**config.mk**
```make
export PLATFORM = sky130hd
export DESIGN_NAME = tcmo_channel
export DESIGN_NICKNAME = d
export VERILOG_FILES = /design/src/core/tcmo_pkg.sv /design/src/core/tcmo_channel.sv
export SDC_FILE = /design/constraint.sdc
export NUM_CORES = 1
export LEC_CHECK = 0
export ABC_CLOCK_PERIOD_IN_PS = 3140
export BUFFER_PORTS_ARGS = -buffer_cell sky130_fd_sc_hd__clkbuf_2
export CORE_ASPECT_RATIO = 0.6
export CORE_MARGIN = 5
export CORE_UTILIZATION = 35
export CTS_CLUSTER_DIAMETER = 120
export DETAILED_ROUTE_END_ITERATION = 10
export SLEW_MARGIN = 10
export SYNTH_ARGS = -nofsm -noshare
export SYNTH_HDL_FRONTEND = slang
export SYNTH_SLANG_ARGS = --single-unit
```
**constraint.sdc**
```tcl
create_clock -name aclk -period 3.14 [get_ports aclk]
set_clock_uncertainty 0.1 [all_clocks]
set_input_delay 0.471 -clock aclk [delete_from_list [all_inputs] [get_ports aclk]]
set_output_delay 0.471 -clock aclk [all_outputs]
set_load 0.03 [all_outputs]
```
**src/core/tcmo_pkg.sv**
```systemverilog
/*
 Constants, register map and types for one 16-bit timer channel.
 Assumes one clock (aclk) and an AXI4-Lite register port with 6 address bits.
*/
package tcmo_pkg;
   // Register byte offsets
   localparam int unsigned ADDR_W          = 6;
   localparam logic [5:0]  REG_MODE        = 6'h00;
   localparam logic [5:0]  REG_DATA        = 6'h04;
   localparam logic [5:0]  REG_TO          = 6'h08;
   localparam logic [5:0]  REG_TOE         = 6'h0c;
   localparam logic [5:0]  REG_START       = 6'h10;
   localparam logic [5:0]  REG_STOP        = 6'h14;
   localparam logic [5:0]  REG_CNT         = 6'h18;
   localparam logic [5:0]  REG_STAT        = 6'h1c;
   localparam logic [5:0]  REG_MASK        = 6'h20;

   // Reset values and mode register write mask
   localparam logic [15:0] MODE_RST        = 16'h0000;
   localparam logic [15:0] DATA_RST        = 16'h0000;
   localparam logic [15:0] MODE_WMASK      = 16'hd7cf;

   // Operation modes (bits 3..1 of the mode register)
   localparam logic [2:0]  MD_INTERVAL     = 3'h0;
   localparam logic [2:0]  MD_CAPTURE      = 3'h2;
   localparam logic [2:0]  MD_EVENT        = 3'h3;
   localparam logic [2:0]  MD_ONECNT       = 3'h4;
   localparam logic [2:0]  MD_CAPONE       = 3'h6;

   // Start / capture trigger sources
   localparam logic [2:0]  TRG_SOFT        = 3'h0;
   localparam logic [2:0]  TRG_EDGE        = 3'h1;
   localparam logic [2:0]  TRG_BOTH        = 3'h2;
   localparam logic [2:0]  TRG_MASTER      = 3'h4;

   // Valid edge of the timer input
   localparam logic [1:0]  EDGE_FALL       = 2'h0;
   localparam logic [1:0]  EDGE_RISE       = 2'h1;
   localparam logic [1:0]  EDGE_BOTH       = 2'h2;

   // Operation clock prescaler masks, divide by 1, 2, 4, 8
   localparam logic [2:0]  PRE_MASK0       = 3'h0;
   localparam logic [2:0]  PRE_MASK1       = 3'h1;
   localparam logic [2:0]  PRE_MASK2       = 3'h3;
   localparam logic [2:0]  PRE_MASK3       = 3'h7;

   // Interrupt status bits
   localparam int unsigned STAT_W          = 2;
   localparam int unsigned STAT_TMR        = 0;
   localparam int unsigned STAT_CAP        = 1;

   localparam logic [1:0]  RESP_OKAY       = 2'h0;
   localparam logic [1:0]  RESP_SLVERR     = 2'h2;

   typedef struct packed {
      logic [1:0] cks;
      logic       rsv13;
      logic       ccs;
      logic       rsv11;
      logic [2:0] sts;
      logic [1:0] cis;
      logic [1:0] rsv5;
      logic [2:0] md;
      logic       md0;
   } tcmo_mode_t;

   typedef enum logic [1:0] {ST_IDLE, ST_ARMED, ST_COUNT} tcmo_state_t;
endpackage
```
**src/core/tcmo_channel.sv**
```systemverilog
/*
 One 16-bit timer channel with AXI4-Lite registers, a timer input pin,
 a timer output pin and one level interrupt.
 Assumes all inputs are synchronous to aclk; the master channel interrupt
 arrives as a one-cycle pulse on master_irq.
*/
// Summary of operation
// - Count clock is timer input valid edges when source bit set, else prescaled clock.
// - The selected count clock drives counter, output toggling and interrupt events.
// - Trigger code 000: only the software start may start the channel.
// - Trigger code 001: configured input edge is both start and capture trigger.
// - Trigger code 010: both input edges are start and capture triggers.
// - Trigger code 100: master channel interrupt is the trigger; other codes inert.
// - Mode codes 000, 010, 011, 100, 110 select mode and direction; others inert.
// - Interval or capture: start option 1 raises interrupt and toggles output at start.
// - One-count: start option 1 retriggers with interrupt, 0 ignores triggers while counting.
// - Capture one-count: no start interrupt or toggle; triggers while counting ignored.
// - Timer output pin follows the output value bit.
// - Output enable 0: timer leaves output bit alone, software writes take effect.
// - Output enable 1: timer toggles output bit, software writes ignored.
// - Writing 1 to the stop trigger halts counting; writing 0 does nothing.
module tcmo_channel
   import tcmo_pkg::*;
(
   // Clock and reset
   input  wire logic              aclk,
   input  wire logic              aresetn,
   // AXI4-Lite write
   input  wire logic              awvalid,
   output logic                   awready,
   input  wire logic [ADDR_W-1:0] awaddr,
   input  wire logic              wvalid,
   output logic                   wready,
   input  wire logic [31:0]       wdata,
   input  wire logic [3:0]        wstrb,
   output logic                   bvalid,
   input  wire logic              bready,
   output logic [1:0]             bresp,
   // AXI4-Lite read
   input  wire logic              arvalid,
   output logic                   arready,
   input  wire logic [ADDR_W-1:0] araddr,
   output logic                   rvalid,
   input  wire logic              rready,
   output logic [31:0]            rdata,
   output logic [1:0]             rresp,
   // Timer pins
   input  wire logic              timer_input_pin,
   input  wire logic              master_irq,
   output logic                   timer_output_pin,
   // Interrupt
   output logic                   irq
);
   tcmo_mode_t        mode_r;
   tcmo_state_t       state_r;
   tcmo_state_t       state_nxt;
   logic [15:0]       data_r;
   logic [15:0]       cnt_r;
   logic [15:0]       cnt_nxt;
   logic              to_r;
   logic              toe_r;
   logic              ti_prev_r;
   logic [2:0]        pre_r;
   logic [STAT_W-1:0] stat_r;
   logic [STAT_W-1:0] mask_r;
   logic [STAT_W-1:0] stat_set;
   logic [STAT_W-1:0] stat_nxt;
   logic              irq_r;
   logic              awready_r;
   logic              wready_r;
   logic              bvalid_r;
   logic              arready_r;
   logic              rvalid_r;
   logic [ADDR_W-1:0] awaddr_r;
   logic [31:0]       wdata_r;
   logic [31:0]       rdata_r;
   logic [3:0]        wstrb_r;
   logic [1:0]        bresp_r;
   logic [1:0]        rresp_r;
   logic              tgl;
   logic              cap_now;

   // Register write decode
   wire        wr_go     = ~awready_r & ~wready_r & ~bvalid_r;
   wire [15:0] wmask     = {{8{wstrb_r[1]}}, {8{wstrb_r[0]}}};
   wire [15:0] wval      = wdata_r[15:0];
   wire        hit_mode  = wr_go & (awaddr_r == REG_MODE);
   wire        hit_data  = wr_go & (awaddr_r == REG_DATA);
   wire        hit_to    = wr_go & (awaddr_r == REG_TO) & wstrb_r[0];
   wire        hit_toe   = wr_go & (awaddr_r == REG_TOE) & wstrb_r[0];
   wire        hit_start = wr_go & (awaddr_r == REG_START) & wstrb_r[0];
   wire        hit_stop  = wr_go & (awaddr_r == REG_STOP) & wstrb_r[0];
   wire        hit_stat  = wr_go & (awaddr_r == REG_STAT) & wstrb_r[0];
   wire        hit_mask  = wr_go & (awaddr_r == REG_MASK) & wstrb_r[0];
   wire        wr_ok     = (awaddr_r <= REG_MASK) & (awaddr_r[1:0] == 2'h0);
   wire        soft_start = hit_start & wdata_r[0];
   wire        stop_now   = hit_stop & wdata_r[0];

   // Timer input edges
   wire ti_rise  = timer_input_pin & ~ti_prev_r;
   wire ti_fall  = ~timer_input_pin & ti_prev_r;
   wire cis_rise = (mode_r.cis == EDGE_RISE);
   wire cis_both = (mode_r.cis == EDGE_BOTH);
   wire ti_valid = cis_rise ? ti_rise :
                   cis_both ? (ti_rise | ti_fall) : ti_fall;

   // Count clock selection
   wire       cks_div1 = (mode_r.cks == 2'h0);
   wire       cks_div2 = (mode_r.cks == 2'h1);
   wire       cks_div4 = (mode_r.cks == 2'h2);
   wire [2:0] pre_mask = cks_div1 ? PRE_MASK0 :
                         cks_div2 ? PRE_MASK1 :
                         cks_div4 ? PRE_MASK2 : PRE_MASK3;
   wire pre_tick = (pre_r & pre_mask) == pre_mask;
   wire cnt_tick = mode_r.ccs ? ti_valid : pre_tick;

   // Hardware trigger source
   wire trg_soft   = (mode_r.sts == TRG_SOFT);
   wire trg_edge   = (mode_r.sts == TRG_EDGE);
   wire trg_both   = (mode_r.sts == TRG_BOTH);
   wire trg_master = (mode_r.sts == TRG_MASTER);
   wire hw_trig    = trg_edge   ? ti_valid :
                     trg_both   ? (ti_rise | ti_fall) :
                     trg_master ? master_irq : 1'b0;

   // Mode decode
   wire [2:0] md          = mode_r.md;
   wire       md_interval = (md == MD_INTERVAL);
   wire       md_capture  = (md == MD_CAPTURE);
   wire       md_onecnt   = (md == MD_ONECNT);
   wire       md_capone   = (md == MD_CAPONE);
   wire       one_md      = md_onecnt | md_capone;
   wire       up_md       = md_capture | md_capone;
   wire       st_opt      = mode_r.md0 & (md_interval | md_capture);
   wire       retrig      = mode_r.md0 & md_onecnt;
   wire       counting    = (state_r == ST_COUNT);
   wire       trig_in     = trg_soft ? soft_start :
                            ((state_r != ST_IDLE) & hw_trig);
   wire       start_now   = one_md ? (trig_in & (~counting | retrig)) : soft_start;
   // One-count with a hardware trigger: software start only arms
   wire       arm_now     = one_md & ~trg_soft & soft_start & (state_r == ST_IDLE);

   // Counting state machine
   always_comb begin
      state_nxt = state_r;
      cnt_nxt   = cnt_r;
      stat_set  = '0;
      tgl       = 1'b0;
      cap_now   = 1'b0;
      // Stop wins over any start
      if (stop_now) begin
         state_nxt = ST_IDLE;
      end else if (start_now) begin
         state_nxt = ST_COUNT;
         cnt_nxt   = up_md ? 16'h0000 : data_r;
         stat_set[STAT_TMR] = st_opt | (counting & retrig);
         tgl       = st_opt;
      end else if (arm_now) begin
         state_nxt = ST_ARMED;
      end else if (counting & md_capture & hw_trig) begin
         // Capture restarts the up-count from zero
         cap_now   = 1'b1;
         cnt_nxt   = 16'h0000;
         stat_set[STAT_CAP] = 1'b1;
         stat_set[STAT_TMR] = 1'b1;
      end else if (counting & cnt_tick) begin
         case (md)
            // Event counter shares the interval reload path
            MD_INTERVAL, MD_EVENT: begin
               if (cnt_r == 16'h0000) begin
                  cnt_nxt = data_r;
                  stat_set[STAT_TMR] = 1'b1;
                  tgl = 1'b1;
               end else begin
                  cnt_nxt = cnt_r - 16'h0001;
               end
            end
            MD_ONECNT: begin
               if (cnt_r == 16'h0000) begin
                  state_nxt = ST_ARMED;
                  stat_set[STAT_TMR] = 1'b1;
                  tgl = 1'b1;
               end else begin
                  cnt_nxt = cnt_r - 16'h0001;
               end
            end
            MD_CAPTURE: cnt_nxt = cnt_r + 16'h0001;
            MD_CAPONE: begin
               if (cnt_r == data_r) begin
                  state_nxt = ST_ARMED;
                  stat_set[STAT_TMR] = 1'b1;
                  tgl = 1'b1;
               end else begin
                  cnt_nxt = cnt_r + 16'h0001;
               end
            end
            default: cnt_nxt = cnt_r;
         endcase
      end
   end

   // Sticky status bits: a set in the same cycle as a clear wins
   for (genvar b = 0; b < STAT_W; b++) begin : g_stat
      wire clr_b = hit_stat & wdata_r[b];
      assign stat_nxt[b] = stat_set[b] | (stat_r[b] & ~clr_b);
   end

   // Counter and state
   always_ff @(posedge aclk) begin
      if (!aresetn) begin
         state_r <= ST_IDLE;
         cnt_r   <= 16'h0000;
      end else begin
         state_r <= state_nxt;
         cnt_r   <= cnt_nxt;
      end
   end

   // Prescaler and input edge history
   always_ff @(posedge aclk) begin
      if (!aresetn) begin
         pre_r     <= 3'h0;
         ti_prev_r <= 1'b0;
      end else begin
         pre_r     <= pre_r + 3'h1;
         ti_prev_r <= timer_input_pin;
      end
   end

   // Status and interrupt
   always_ff @(posedge aclk) begin
      if (!aresetn) begin
         stat_r <= '0;
         irq_r  <= 1'b0;
      end else begin
         stat_r <= stat_nxt;
         irq_r  <= |(stat_nxt & mask_r);
      end
   end

   // Mode register
   always_ff @(posedge aclk) begin
      if (!aresetn)
         mode_r <= tcmo_mode_t'(MODE_RST);
      else if (hit_mode)
         mode_r <= tcmo_mode_t'(((mode_r & ~wmask) | (wval & wmask)) & MODE_WMASK);
   end

   // Reload data: a capture wins over a software write
   always_ff @(posedge aclk) begin
      if (!aresetn)
         data_r <= DATA_RST;
      else if (cap_now)
         data_r <= cnt_r;
      else if (hit_data)
         data_r <= (data_r & ~wmask) | (wval & wmask);
   end

   // Interrupt mask and output enable
   always_ff @(posedge aclk) begin
      if (!aresetn) begin
         mask_r <= '0;
         toe_r  <= 1'b0;
      end else begin
         if (hit_mask)
            mask_r <= wdata_r[STAT_W-1:0];
         if (hit_toe)
            toe_r <= wdata_r[0];
      end
   end

   // Output value bit
   always_ff @(posedge aclk) begin
      if (!aresetn)
         to_r <= 1'b0;
      else if (toe_r)
         to_r <= to_r ^ tgl;
      else if (hit_to)
         to_r <= wdata_r[0];
   end

   // Read data selection
   wire rd_mode  = (araddr == REG_MODE);
   wire rd_data  = (araddr == REG_DATA);
   wire rd_to    = (araddr == REG_TO);
   wire rd_toe   = (araddr == REG_TOE);
   wire rd_start = (araddr == REG_START);
   wire rd_cnt   = (araddr == REG_CNT);
   wire rd_stat  = (araddr == REG_STAT);
   wire rd_mask  = (araddr == REG_MASK);
   wire [15:0] rd_val =
      rd_mode  ? 16'(mode_r) :
      rd_data  ? data_r :
      rd_to    ? {15'h0000, to_r} :
      rd_toe   ? {15'h0000, toe_r} :
      rd_start ? {14'h0000, counting, state_r != ST_IDLE} :
      rd_cnt   ? cnt_r :
      rd_stat  ? {14'h0000, stat_r} :
      rd_mask  ? {14'h0000, mask_r} : 16'h0000;
   wire rd_ok = (araddr <= REG_MASK) & (araddr[1:0] == 2'h0);

   // AXI4-Lite write address, free again after the response
   always_ff @(posedge aclk) begin
      if (!aresetn) begin
         awready_r <= 1'b1;
         awaddr_r  <= '0;
      end else if (awvalid & awready_r) begin
         awready_r <= 1'b0;
         awaddr_r  <= awaddr;
      end else if (bvalid_r & bready) begin
         awready_r <= 1'b1;
      end
   end

   // AXI4-Lite write data
   always_ff @(posedge aclk) begin
      if (!aresetn) begin
         wready_r <= 1'b1;
         wdata_r  <= 32'h0000_0000;
         wstrb_r  <= 4'h0;
      end else if (wvalid & wready_r) begin
         wready_r <= 1'b0;
         wdata_r  <= wdata;
         wstrb_r  <= wstrb;
      end else if (bvalid_r & bready) begin
         wready_r <= 1'b1;
      end
   end

   // AXI4-Lite write response
   always_ff @(posedge aclk) begin
      if (!aresetn) begin
         bvalid_r <= 1'b0;
         bresp_r  <= RESP_OKAY;
      end else if (wr_go) begin
         bvalid_r <= 1'b1;
         bresp_r  <= wr_ok ? RESP_OKAY : RESP_SLVERR;
      end else if (bvalid_r & bready) begin
         bvalid_r <= 1'b0;
      end
   end

   // AXI4-Lite read address
   always_ff @(posedge aclk) begin
      if (!aresetn)
         arready_r <= 1'b1;
      else if (arvalid & arready_r)
         arready_r <= 1'b0;
      else if (rvalid_r & rready)
         arready_r <= 1'b1;
   end

   // AXI4-Lite read data, answered at the edge that takes the address
   always_ff @(posedge aclk) begin
      if (!aresetn) begin
         rvalid_r <= 1'b0;
         rdata_r  <= 32'h0000_0000;
         rresp_r  <= RESP_OKAY;
      end else if (arvalid & arready_r) begin
         rvalid_r <= 1'b1;
         rdata_r  <= {16'h0000, rd_val};
         rresp_r  <= rd_ok ? RESP_OKAY : RESP_SLVERR;
      end else if (rvalid_r & rready) begin
         rvalid_r <= 1'b0;
      end
   end

   assign awready          = awready_r;
   assign wready           = wready_r;
   assign bvalid           = bvalid_r;
   assign bresp            = bresp_r;
   assign arready          = arready_r;
   assign rvalid           = rvalid_r;
   assign rdata            = rdata_r;
   assign rresp            = rresp_r;
   assign timer_output_pin = to_r;
   assign irq              = irq_r;
endmodule

```
==> summary.md <==
| Metric | Value |
|---|---|
| Crit-path max FO | 9 |
| Hold Crit Class | input port to register |
| RR Endpoint | cnt_r[15] |
| Mean Syn Cell Area | 7.908 sq um |
| Post-Place Cells | 1040 |
| Post-CTS Setup Repair Bufs | 0 |
| Largest area contributor in the netlist | dfxtp_1 |
| Clock slew at reported path FFs | 0.08 ns |
| Residual DRC | 0 |
| Nets@finish | 880 |
| Hold-fix buffers, CTS | 0 |
| Cell variety after synth | 68 |
| Area growth, synth to finish | 15.88% |
| Synth async-reset ratio | 0% |
| H-tree depth | 3 |
| Hold depth | 3 |
| FF-to-FF setup slack | between 0.4 and 0.5 ns |
| Drt wl/cell | 18.79 um |
| Worst hold slack | 0.2256 ns |
| Final count of negative-setup-slack endpoints | 0 |
| Root Driver | clkbuf_16 |
| Max clock buf depth | 2 |
| Die area | 19950 sq um |
| Top cells by area, synth | dfxtp_1 35%, nand2_1 5.8%, mux2i_1 5.7%, a21oi_1 5.3%, nor2_1 4.3% |
| Placeable Area | 16990 sq um |
| CTS-repair resized insts | 0 |
| Origin of the critical flop-to-flop path | cnt_r[1] |
| First-pass GRT wire length | 30.96 mm |
| Routed via count | 5971 |
| Overall power | 0.002904 W |
| Crit Path Class | register to register |
| Clock sink count | 104 |
| Hold Vio Cnt, Final | 0 |
| Post-synth EDFFs | 0 |
| Setup TNS Final | 0 ns |
| Grt ovf | 0 |
| RSZ-0062 raised after global routing | no |
| Reg area | 2082 sq um |
| Clk Latency, worst-skew pair | 0.36 ns |
| Initial Util | 35.33% |
| Largest net degree at the start of global routing | between 40 and 50 |
| I/O pin count | 100 |
| CP peak stage delay | roughly 0.52 ns |
| Min-delay src | wdata[15] |
| Cell family with most CP delay | simple AND/OR/NAND/NOR gates |
| Routed WL | ~20 mm |
| Period utilisation layout | slightly below 90% |
| Cells on worst reg2reg path | 9 |
| First-pass DRT Iterations | 5 |
| Sequential fraction of the synthesis area | between 30% and 40% |
| Footprint of the multi-input gates | 3532 sq um |
| Peak VDD IR | 232.5 uV |
| Mapped cell area | 6002 sq um |
| Ys flop type | dfxtp_1 |
| Mapped Cells | roughly 760 |
| Filler instances | 1774 |
| P_leak | 2.869 nW |
| Outcome | completed |
| Layout Cells excl Fill | 1056 |
| Share of layout cells above drive strength 1 | 16.18% |
| GPL Wtd Cong | 0.9752 |
| Max_slew headroom | 54.70% |
| Std cell rows | 37 |
| Hold Crit Endpoint | wdata_r[15] |
| Worst setup SP type | register |
| Critical path's slowest cell | dfxtp_1 |
| Post-synthesis register bit count | 104 |
| Inserted Clock Buffers | 9 |
| Util after Layout | between 40 and 50% |
| Worst path arrival time | about 2.9 ns |
| Die width | 179.1 um |
| WP buf/inv | 1 |
| Post-DR vias/cell | 5.654 |
| Initial antenna violation count | 0 |
| Post-DP HPWL | 14.82 mm |
| CP Capture Type | register |
| Syn. warnings | 0 |
| Number of global-route vias before repair | between 5000 and 6000 |
| CTS tree | done |
| Yosys top cell area share | 34.69% |
| Worst Tran Pin Value | 0.6776 ns |
| MaxCap Viol Count | 0 |
| Routed Antenna Nets | 0 |
| Most frequent CP cell | nand3_1 |
| Die Y | 111.4 um |
| Minimum clock period | 2.736 ns |
| Fmax | 365.4 MHz |
| Slew Limit Fails | 0 |
| Worst path cell trace | inv_1 > ha_1 > nor3b_1 > and4_1 > nand3_1 > nand3_1 > o31ai_1 > nand3_1 > o32ai_1 |
| P per Cell Area | 417.5 nW/um^2 |
| Initial DRC Count | 553 |
| IO Port Bufs | 63 |
| Total track usage | 19.61% |
| Diodes inserted | 0 |
| WP data required | 3.30 ns |
-- synth_stat cells (all sizes together) (12+ instances only) --
cell type and n:
dfxtp 104, nand2 93, nor2 69, a21oi 65, clkbuf 44, mux2i 34, buf 32, o21ai 27
nand3 26, a211oi 25, nor3 24, a22oi 21, xnor2 19, inv 18, o221ai 15, nor4 12
-- metal layers --
layer	up-vias	share of wire (%)	track usage (%)
met5	-	0	0
met4	0	0.69	3.066
met3	13	10	4.886
met2	253	37	24.76
met1	2838	52	32.81
li1	2867	-	-
-- tightest hold or removal path, delay by kind of cell --
family / cells / cell delay (ns)
AO/OA/AOI/OAI: 1 / 0.05
buffers and inverters: 1 / 0.08
AND/OR/NAND/NOR: 1 / 0.04
-- layout by cell type, fill, tap and decap left out, drive strengths merged, types with 4 or more instances in the layout --
cell type	instances
conb	18
buf	43
or3	4
a22oi	21
xnor2	19
nor2	69
ha	6
nor3	24
a211oi	25
o221ai	15
xor2	4
inv	22
a32oi	8
nand2	93
nor4b	5
o21ai	27
mux2i	34
and2	7
nor2b	6
o211ai	4
o31ai	4
a22o	4
nand4	11
dfxtp	104
o32ai	4
nand2b	7
nand3b	4
nand3	26
nor4	12
clkbuf	72
a21oi	65
a31oi	7
-- how the worst max path moves through the flow --
stage,to,cells after the start,startpoint,slack [ns]
3_5_place_dp,cnt_r[13],10,timer_input_pin,0.26
4_1_cts,cnt_r[13],9,cnt_r[1],0.45
5_1_grt,cnt_r[15],9,cnt_r[1],0.25
3_3_place_gp,cnt_r[13],11,timer_input_pin,0.26
2_1_floorplan,cnt_r[13],10,timer_input_pin,0.48
6_report,cnt_r[15],9,cnt_r[1],0.40
-- kinds of logic after synthesis --
| kind of cell | share of synthesized area (%) |
|---|---|
| compound gates | 24.14 |
| xor+xnor | 3.356 |
| fa+ha+maj | 1.251 |
| buf+inv | 7.525 |
| flops | 34.69 |
| mux | 5.670 |
| other cells | 0.06248 |
| simple gates | 23.31 |
-- per-stage QoR --
stage | worst slack [ns] | area [sq um]
floorplan | 0.4837 | 6066
detailed placement | 0.2571 | 6641
CTS | 0.4513 | 6955
global placement | 0.2633 | 6641
finish | 0.4036 | 6955
global route | 0.2488 | 6955
-- layout make-up --
type                       count  area share, %
clock buffer                   9          3.238
timing repair buffer         106          9.534
multi-input combinational    577          50.78
clock inverter                 7          1.277
tap                          234          4.209
sequential                   104          29.93
inverter                      19          1.025
-- report_power, final --
group          switching, W  internal [W]  total, W  leakage, nW
registers         0.0000441       0.00136   0.00140        0.846
clock network      0.000580      0.000640   0.00122        0.152
logic              0.000192     0.0000879  0.000280         1.87
total              0.000816       0.00209   0.00290         2.87
No activity file was read; power rests on OpenSTA's default activity.
